--- config.mk ---
export PLATFORM = sky130hd
export DESIGN_NAME = sbu_skip_branch_unit
export DESIGN_NICKNAME = d
export VERILOG_FILES = /design/src/design/sbu_pkg.sv /design/src/design/sbu_cond_eval.sv /design/src/design/sbu_skip_branch_unit.sv
export SDC_FILE = /design/constraint.sdc
export NUM_CORES = 1
export LEC_CHECK = 0
export BUFFER_PORTS_ARGS = -buffer_cell sky130_fd_sc_hd__buf_2
export CORE_UTILIZATION = 46
export CTS_CLUSTER_DIAMETER = 50
export DETAILED_ROUTE_END_ITERATION = 16
export GPL_ROUTABILITY_DRIVEN = 0
export HOLD_SLACK_MARGIN = 0.06
export PLACE_DENSITY = 0.7
export REMOVE_ABC_BUFFERS = 1
export SLEW_MARGIN = 20
export SYNTH_ARGS = -nofsm -noshare
export SYNTH_HDL_FRONTEND = slang
export SYNTH_HIERARCHICAL = 1
export SYNTH_SLANG_ARGS = --single-unit
--- constraint.sdc ---
create_clock -name ref_clk -period 3.3 [get_ports ref_clk]
set_input_delay 0 -clock ref_clk [delete_from_list [all_inputs] [get_ports ref_clk]]
set_output_delay 0 -clock ref_clk [all_outputs]
set_load 0.1 [all_outputs]
--- src/design/sbu_pkg.sv ---
// Shared types and constants for the skip and branch unit
package sbu_pkg;

  // ==========================================================
  // Widths
  localparam int unsigned SBU_PC_W = 16;
  localparam int unsigned SBU_K_W = 7;

  // ==========================================================
  // Status flag bit positions
  localparam logic [2:0] SBU_FLAG_C = 3'h0;
  localparam logic [2:0] SBU_FLAG_Z = 3'h1;
  localparam logic [2:0] SBU_FLAG_N = 3'h2;
  localparam logic [2:0] SBU_FLAG_V = 3'h3;
  localparam logic [2:0] SBU_FLAG_H = 3'h5;

  // ==========================================================
  // Step sizes and reset values
  localparam logic [1:0] SBU_SKIP_ONE = 2'h2;
  localparam logic [1:0] SBU_SKIP_TWO = 2'h3;
  localparam logic [1:0] SBU_EXTRA_RESET = 2'h0;

  // ==========================================================
  // Operations
  typedef enum logic [4:0] {
    SBU_OP_NONE,
    SBU_OP_SKIP_REG_BIT_CLEAR,
    SBU_OP_SKIP_REG_BIT_SET,
    SBU_OP_SKIP_IO_BIT_CLEAR,
    SBU_OP_SKIP_IO_BIT_SET,
    SBU_OP_BRANCH_FLAG_SET,
    SBU_OP_BRANCH_FLAG_CLEAR,
    SBU_OP_BRANCH_EQUAL,
    SBU_OP_BRANCH_NOT_EQUAL,
    SBU_OP_BRANCH_CARRY_SET,
    SBU_OP_BRANCH_CARRY_CLEAR,
    SBU_OP_BRANCH_SAME_OR_HIGHER,
    SBU_OP_BRANCH_LOWER,
    SBU_OP_BRANCH_MINUS,
    SBU_OP_BRANCH_PLUS,
    SBU_OP_BRANCH_SIGNED_GE,
    SBU_OP_BRANCH_SIGNED_LT,
    SBU_OP_BRANCH_HALF_CARRY_SET
  } sbu_op_e;

  // Decoded instruction handed over by fetch
  typedef struct packed {
    sbu_op_e op;
    logic [2:0] bit_sel;
    logic [SBU_K_W-1:0] offset;
    logic next_is_two_word;
  } sbu_instr_s;

  // Program counter result towards fetch
  typedef struct packed {
    logic load;
    logic [SBU_PC_W-1:0] pc;
  } sbu_pc_s;

endpackage : sbu_pkg

--- src/design/sbu_cond_eval.sv ---
// Condition evaluation for skip and branch operations
`timescale 1ns/1ps

module sbu_cond_eval
  import sbu_pkg::*;
(
  input wire sbu_op_e op,
  input wire logic [2:0] bit_sel,
  input wire logic [7:0] reg_data,
  input wire logic [7:0] io_data,
  input wire logic [7:0] flags,
  output logic is_skip,
  output logic is_branch,
  output logic cond
);

  always_comb begin
    is_skip = 1'b0;
    is_branch = 1'b1;
    cond = 1'b0;
    unique case (op)
      SBU_OP_NONE: begin
        is_branch = 1'b0;
      end
      // RQ1 register bit clear
      SBU_OP_SKIP_REG_BIT_CLEAR: begin
        is_skip = 1'b1;
        is_branch = 1'b0;
        cond = ~reg_data[bit_sel];
      end
      // RQ2 register bit set
      SBU_OP_SKIP_REG_BIT_SET: begin
        is_skip = 1'b1;
        is_branch = 1'b0;
        cond = reg_data[bit_sel];
      end
      // RQ3 io bit clear
      SBU_OP_SKIP_IO_BIT_CLEAR: begin
        is_skip = 1'b1;
        is_branch = 1'b0;
        cond = ~io_data[bit_sel];
      end
      // RQ4 io bit set
      SBU_OP_SKIP_IO_BIT_SET: begin
        is_skip = 1'b1;
        is_branch = 1'b0;
        cond = io_data[bit_sel];
      end
      // RQ5 generic flag set
      SBU_OP_BRANCH_FLAG_SET: cond = flags[bit_sel];
      // RQ6 generic flag clear
      SBU_OP_BRANCH_FLAG_CLEAR: cond = ~flags[bit_sel];
      // RQ7 zero flag tests
      SBU_OP_BRANCH_EQUAL: cond = flags[SBU_FLAG_Z];
      SBU_OP_BRANCH_NOT_EQUAL: cond = ~flags[SBU_FLAG_Z];
      // RQ8 carry flag tests
      SBU_OP_BRANCH_CARRY_SET,
      SBU_OP_BRANCH_LOWER: cond = flags[SBU_FLAG_C];
      SBU_OP_BRANCH_CARRY_CLEAR,
      SBU_OP_BRANCH_SAME_OR_HIGHER: cond = ~flags[SBU_FLAG_C];
      // RQ9 negative flag tests
      SBU_OP_BRANCH_MINUS: cond = flags[SBU_FLAG_N];
      SBU_OP_BRANCH_PLUS: cond = ~flags[SBU_FLAG_N];
      // RQ10 signed compare
      SBU_OP_BRANCH_SIGNED_GE: cond = ~(flags[SBU_FLAG_N] ^ flags[SBU_FLAG_V]);
      SBU_OP_BRANCH_SIGNED_LT: cond = flags[SBU_FLAG_N] ^ flags[SBU_FLAG_V];
      // RQ11 half carry test
      SBU_OP_BRANCH_HALF_CARRY_SET: cond = flags[SBU_FLAG_H];
      default: begin
        is_branch = 1'b0;
      end
    endcase
  end

endmodule : sbu_cond_eval

--- src/design/sbu_skip_branch_unit.sv ---
// Skip and conditional relative branch unit of the core
// Function
// RQ1 - Register bit clear skip advances PC by 2 or 3 when bit is zero.
// RQ2 - Register bit set skip advances PC by 2 or 3 when bit is one.
// RQ3 - I/O bit clear skip advances PC by 2 or 3 when bit is zero.
// RQ4 - I/O bit set skip advances PC by 2 or 3 when bit is one.
// RQ5 - Generic flag-set branch loads PC plus k plus 1 when flag s is one.
// RQ6 - Generic flag-clear branch loads PC plus k plus 1 when flag s is zero.
// RQ7 - Equal branches on zero flag one; not-equal on zero flag zero.
// RQ8 - Carry-set and lower take on carry one; clear and same-or-higher on zero.
// RQ9 - Minus branches on negative flag one; plus on negative flag zero.
// RQ10 - Signed ge branches when N xor V is zero; signed lt when one.
// RQ11 - A dedicated branch is taken when half-carry flag is set.
// RQ12 - No skip or branch alters any status flag.
// RQ13 - Bit-test skips take 1, 2 or 3 cycles.
// RQ14 - Branches take 1 cycle untaken, 2 cycles taken.
// RQ15 - Skipping one word costs two cycles, two words three cycles.
// RQ16 - Offset k is signed words, sign-extended to PC width before adding.
`timescale 1ns/1ps

module sbu_skip_branch_unit
  import sbu_pkg::*;
#(
  parameter int unsigned PC_W = SBU_PC_W,
  parameter int unsigned K_W = SBU_K_W
) (
  input wire logic ref_clk,
  input wire logic rst_b,
  input wire logic instr_valid,
  input wire sbu_instr_s instr,
  input wire logic [PC_W-1:0] pc_now,
  input wire logic [7:0] reg_data,
  input wire logic [7:0] io_data,
  input wire logic [7:0] status_flags_register,
  output logic busy,
  output logic done,
  output logic taken,
  output logic pc_load,
  output logic [PC_W-1:0] pc_next,
  output logic flags_write
);

  // ==========================================================
  // Condition decode
  logic is_skip;
  logic is_branch;
  logic cond;

  sbu_cond_eval u_cond (
    .op(instr.op),
    .bit_sel(instr.bit_sel),
    .reg_data(reg_data),
    .io_data(io_data),
    .flags(status_flags_register),
    .is_skip(is_skip),
    .is_branch(is_branch),
    .cond(cond)
  );

  // ==========================================================
  // Target arithmetic
  logic [PC_W-1:0] k_ext;
  logic [PC_W-1:0] branch_target;
  logic [PC_W-1:0] skip_target;

  always_comb begin
    // RQ16 sign extension
    k_ext = {{(PC_W-K_W){instr.offset[K_W-1]}}, instr.offset};
    // RQ5 target is PC plus k plus 1
    branch_target = pc_now + k_ext + PC_W'(1);
    // RQ15 skip distance from next word length
    skip_target = pc_now + PC_W'(instr.next_is_two_word ? SBU_SKIP_TWO : SBU_SKIP_ONE);
  end

  // ==========================================================
  // Sequencer: extra cycles burnt while a taken skip or branch resolves
  typedef enum logic [1:0] {SBU_IDLE, SBU_WAIT} sbu_state_e;

  sbu_state_e state_q, state_d;
  logic [1:0] extra_q, extra_d;
  logic accept;
  logic go_wait;
  logic last_wait;

  // Requests seen while a taken op resolves are dropped; no port reports it
  always_comb begin
    accept = 1'b0;
    if (state_q == SBU_IDLE) begin
      accept = instr_valid && (is_skip || is_branch);
    end
    go_wait = accept && cond;
    // Last wait cycle is the one that raises load and done
    last_wait = (state_q == SBU_WAIT) && (extra_q == SBU_EXTRA_RESET);
  end

  // Skips share the branch wait state; only the count differs
  always_comb begin
    state_d = state_q;
    extra_d = extra_q;
    unique case (state_q)
      SBU_IDLE: begin
        if (go_wait) begin
          state_d = SBU_WAIT;
          // RQ15 two-word skip waits longer
          if (is_skip && instr.next_is_two_word) begin
            extra_d = 2'h1;
          end else begin
            extra_d = 2'h0;
          end
        end
      end
      SBU_WAIT: begin
        if (last_wait) begin
          state_d = SBU_IDLE;
        end else begin
          extra_d = extra_q - 2'h1;
        end
      end
      default: begin
        state_d = SBU_IDLE;
      end
    endcase
  end

  always_ff @(posedge ref_clk) begin
    if (!rst_b) begin
      state_q <= SBU_IDLE;
      extra_q <= SBU_EXTRA_RESET;
    end else begin
      state_q <= state_d;
      extra_q <= extra_d;
    end
  end

  // ==========================================================
  // Completion status towards fetch
  logic busy_q, busy_d;
  logic done_q, done_d;
  logic taken_q, taken_d;
  logic load_q, load_d;
  logic flags_write_q, flags_write_d;

  always_comb begin
    busy_d = 1'b0;
    done_d = 1'b0;
    // Taken stays valid until the next accepted op
    taken_d = taken_q;
    load_d = 1'b0;
    // RQ12 flags never written
    flags_write_d = 1'b0;
    unique case (state_q)
      SBU_IDLE: begin
        if (accept) begin
          taken_d = cond;
          // RQ13 untaken finishes in one cycle
          done_d = !cond;
          // RQ14 taken op stays busy
          busy_d = cond;
        end
      end
      SBU_WAIT: begin
        // RQ13 final cycle loads the new PC
        load_d = last_wait;
        done_d = last_wait;
        busy_d = !last_wait;
      end
      default: begin
        busy_d = 1'b0;
      end
    endcase
  end

  always_ff @(posedge ref_clk) begin
    if (!rst_b) begin
      busy_q <= 1'b0;
      done_q <= 1'b0;
      taken_q <= 1'b0;
      load_q <= 1'b0;
      flags_write_q <= 1'b0;
    end else begin
      busy_q <= busy_d;
      done_q <= done_d;
      taken_q <= taken_d;
      load_q <= load_d;
      flags_write_q <= flags_write_d;
    end
  end

  // ==========================================================
  // Target register, held until the next taken op
  logic [PC_W-1:0] pc_q, pc_d;

  // Fetch reads the target only while load is high
  always_comb begin
    pc_d = pc_q;
    if (go_wait) begin
      // RQ14 target latched on the first cycle
      if (is_branch) begin
        pc_d = branch_target;
      end else begin
        pc_d = skip_target;
      end
    end
  end

  always_ff @(posedge ref_clk) begin
    if (!rst_b) begin
      pc_q <= '0;
    end else begin
      pc_q <= pc_d;
    end
  end

  // ==========================================================
  // Outputs, each straight from a flip-flop
  assign busy = busy_q;
  assign done = done_q;
  assign taken = taken_q;
  assign pc_load = load_q;
  assign pc_next = pc_q;
  assign flags_write = flags_write_q;

endmodule : sbu_skip_branch_unit

==> impl_metrics.env <==
export IMPL_status="completed"
export IMPL_synth_compound_area_share_pct=26.6
export IMPL_worstPathArrival_ps=2630
export IMPL_vias_per_cell=5.77
export IMPL_synth_cell_types=57
export IMPL_die_width_um=76.1
export IMPL_synthMuxAreaShare_pct=9.22
export IMPL_fp_coreArea_um2=5200
export IMPL_clk_path_buf_depth=2
export IMPL_ctsResizeCount=0
export IMPL_netlist_area_um2=2520
export IMPL_nets=476
export IMPL_slew_headroom_pct=54.8
export IMPL_hold_ws_ps=74.9
export IMPL_fin_cells=467
export IMPL_synth_seq_cells=23
export IMPL_synth_top_family_by_area="compound AO/OA/AOI/OAI gates"
export IMPL_rsz0062_at_grt="false"
export IMPL_fillers=514
export IMPL_hold_path_startpoint="instr_valid"
export IMPL_gr_usage_all_layers_pct=22.6
export IMPL_cts_made_buffers=3
export IMPL_synth_xor_area_share_pct=7.29
export IMPL_pin_count=80
export IMPL_postPlaceCellArea_um2=2950
export IMPL_fin_skew_ps=11.0
export IMPL_whs_path_depth=3
export IMPL_htree_levels=1
export IMPL_hold_viol_final=0
export IMPL_dp_slack_ps=594
export IMPL_min_path_type="in -> reg"
export IMPL_r2r_start="state_q[0]$_SDFFE_PN0P_"
export IMPL_firstDrtPassIters=4
export IMPL_syn2layout_area_growth_pct=18.5
export IMPL_syn_inst=330
export IMPL_syn_area_per_cell_um2=7.65
export IMPL_postCtsSetupBuffers=0
export IMPL_grt_max_degree=31
export IMPL_clkLatencyLatePin_ps=270
export IMPL_reg2reg_slack_ps=1490
export IMPL_fin_crit_sh_pct=74.3
export IMPL_layout_drive_gt1_share_pct=23.7
export IMPL_hold_path_endpoint="done$_SDFF_PN0_"
export IMPL_cp_max_fo=19
export IMPL_diodes=0
export IMPL_drtIter0Drc=131
export IMPL_fin_tns_setup_ps=0
export IMPL_final_design_area_no_fill_um2=2990
export IMPL_port_buffers=78
export IMPL_cts_tree="yes"
export IMPL_setup_ws_ps=848
export IMPL_synth_ff_type="dfxtp_1"
export IMPL_clkSinkCount=23
export IMPL_max_freq_mhz=408
export IMPL_r2r_cells=6
export IMPL_drv_slew=0
export IMPL_fin_crit_ps=2450
export IMPL_tightest_slew_ps=678
export IMPL_cts_hold_buf=0
export IMPL_path_clk_slew_ps=90
export IMPL_r2r_end="pc_next[15]$_SDFFE_PN0P_"
export IMPL_finalSetupViolations=0
export IMPL_regArea_um2=460
export IMPL_required_ps=3480
export IMPL_gr_total_overflow=0
export IMPL_synth_edf_count=0
export IMPL_grt_pass1_wl_um=10900
export IMPL_start_util_pct=48.5
export IMPL_irDropWorstVdd_mv=0.154
export IMPL_core_rowCount=26
export IMPL_dp_final_hpwl_um=5280
export IMPL_final_antenna_net_count=0
export IMPL_grt_pass1_vias=2384
export IMPL_synth_simple_gate_area_share_pct=23.7
export IMPL_power_density_nw_per_um2=301
export IMPL_ys_warn_count=6
export IMPL_route_detailed_wl_per_inst_um=14.1
export IMPL_cts_root_buffer="clkbuf_8"
export IMPL_synthArstFlopShare_pct=0
export IMPL_start_kind="primary input"
export IMPL_place_inst=463
export IMPL_power_total_mw=0.901
export IMPL_multi_input_area_um2=1940
export IMPL_die_h_um=76.1
export IMPL_antenna_found_initial=0
export IMPL_maxCapViolCount=0
export IMPL_leakage_nw=1.34
export IMPL_num_vias=2696
export IMPL_synthAdderAreaFrac_pct=9.72
export IMPL_post_route_util_pct=57.5
export IMPL_drc=0
export IMPL_routed_wl_um=6570
export IMPL_seq_area_frac_synth_pct=18.2
export IMPL_endpoint_kind="register"
export IMPL_die_area_um2=5790
export IMPL_path_class="in -> reg"
-- worst max-delay path, cell delays in order --
cell      delay (ps)
buf_2            250
mux2i_1          120
mux4_2           490
mux2_4           320
a211oi_2         190
nand4_1          170
o2111a_1         420
o21ai_0          340
a41oi_2           60
o31a_1           140
and3_1           130
-- worst max path at each step --
stage,startpoint,endpoint,slack (ps),cells after the start
after floorplan,instr[12],extra_q[0]$_SDFFE_PN0P_,-50,8
after global placement,instr[8],pc_next[15]$_SDFFE_PN0P_,690,11
after detailed placement,instr[8],pc_next[15]$_SDFFE_PN0P_,590,11
after CTS,instr[8],pc_next[15]$_SDFFE_PN0P_,870,11
after global routing,instr[8],pc_next[15]$_SDFFE_PN0P_,620,11
final,instr[8],pc_next[15]$_SDFFE_PN0P_,850,11
-- state kept, by name, summed over array words and instances, names as in the netlist --
register  count
busy          1
pc_load       1
done          1
pc_next      16
state_q       1
extra_q       2
taken         1
-- final cells by class --
| type | instances | share of cell area [%] |
|---|---|---|
| well taps | 70 | 2.93 |
| repair buffers | 80 | 13.6 |
| multi-input cells | 276 | 64.8 |
| inverters | 14 | 1.76 |
| clock buffers | 3 | 1.38 |
| clock inverters | 1 | 0.167 |
| flip-flops and latches | 23 | 15.4 |
-- cell usage in the layout (no fill, tap or decap), drive strengths merged, types with 3 or more instances in the layout --
| master | count |
|---|---|
| nor3 | 12 |
| clkbuf | 3 |
| xnor2 | 10 |
| mux4 | 4 |
| nor2 | 30 |
| o211ai | 6 |
| nand2b | 6 |
| mux2i | 12 |
| buf | 80 |
| and3 | 3 |
| nand2 | 25 |
| nor4 | 5 |
| a21oi | 28 |
| xor2 | 11 |
| nor2b | 3 |
| o21ai | 23 |
| nand4 | 6 |
| ha | 18 |
| dfxtp | 23 |
| a21o | 6 |
| nand3 | 15 |
| o31ai | 4 |
| a211oi | 10 |
| o2111ai | 5 |
| inv | 14 |
-- cell usage after synthesis (9+ instances only) --
cell type  count  area share [%]
ha_1          18             8.9
nor2_1        30             4.5
a211oi_1       9             2.7
o21ai_0       14             2.8
nor3_1        12             2.4
xnor2_1       10             3.5
inv_1         14             2.1
o21ai_1        9             1.8
a21oi_1       28             5.6
clkbuf_1      14             2.1
xor2_1        11             3.8
nand2_1       25             3.7
mux2i_1       12             4.8
dfxtp_1       23              18
nand3_1       15             3.0
-- where the power goes --
part	total, mW	leakage, nW	switching (mW)	internal, mW
Combinational	0.425	1.13	0.279	0.145
Sequential	0.297	0.186	0.00684	0.290
Clock	0.180	0.0255	0.0952	0.0845
-- kinds of logic after synthesis --
group / count (synthesis)
AO/OA/AOI/OAI: 101
multiplexers: 17
XOR/XNOR: 21
buffers and inverters: 31
AND/OR/NAND/NOR: 117
flip-flops: 23
adder cells (fa/ha/maj): 19
other: 1
-- per-layer routing --
metal | track usage (%) | up-vias | routed length (um)
met3 | 2.40 | 9 | 370
li1 | - | 1373 | -
met5 | 0 | - | 0
met4 | 7.69 | 0 | 103
met1 | 31.0 | 1221 | 3100
met2 | 36.9 | 93 | 2990
Power figures use the tool's default switching activity.
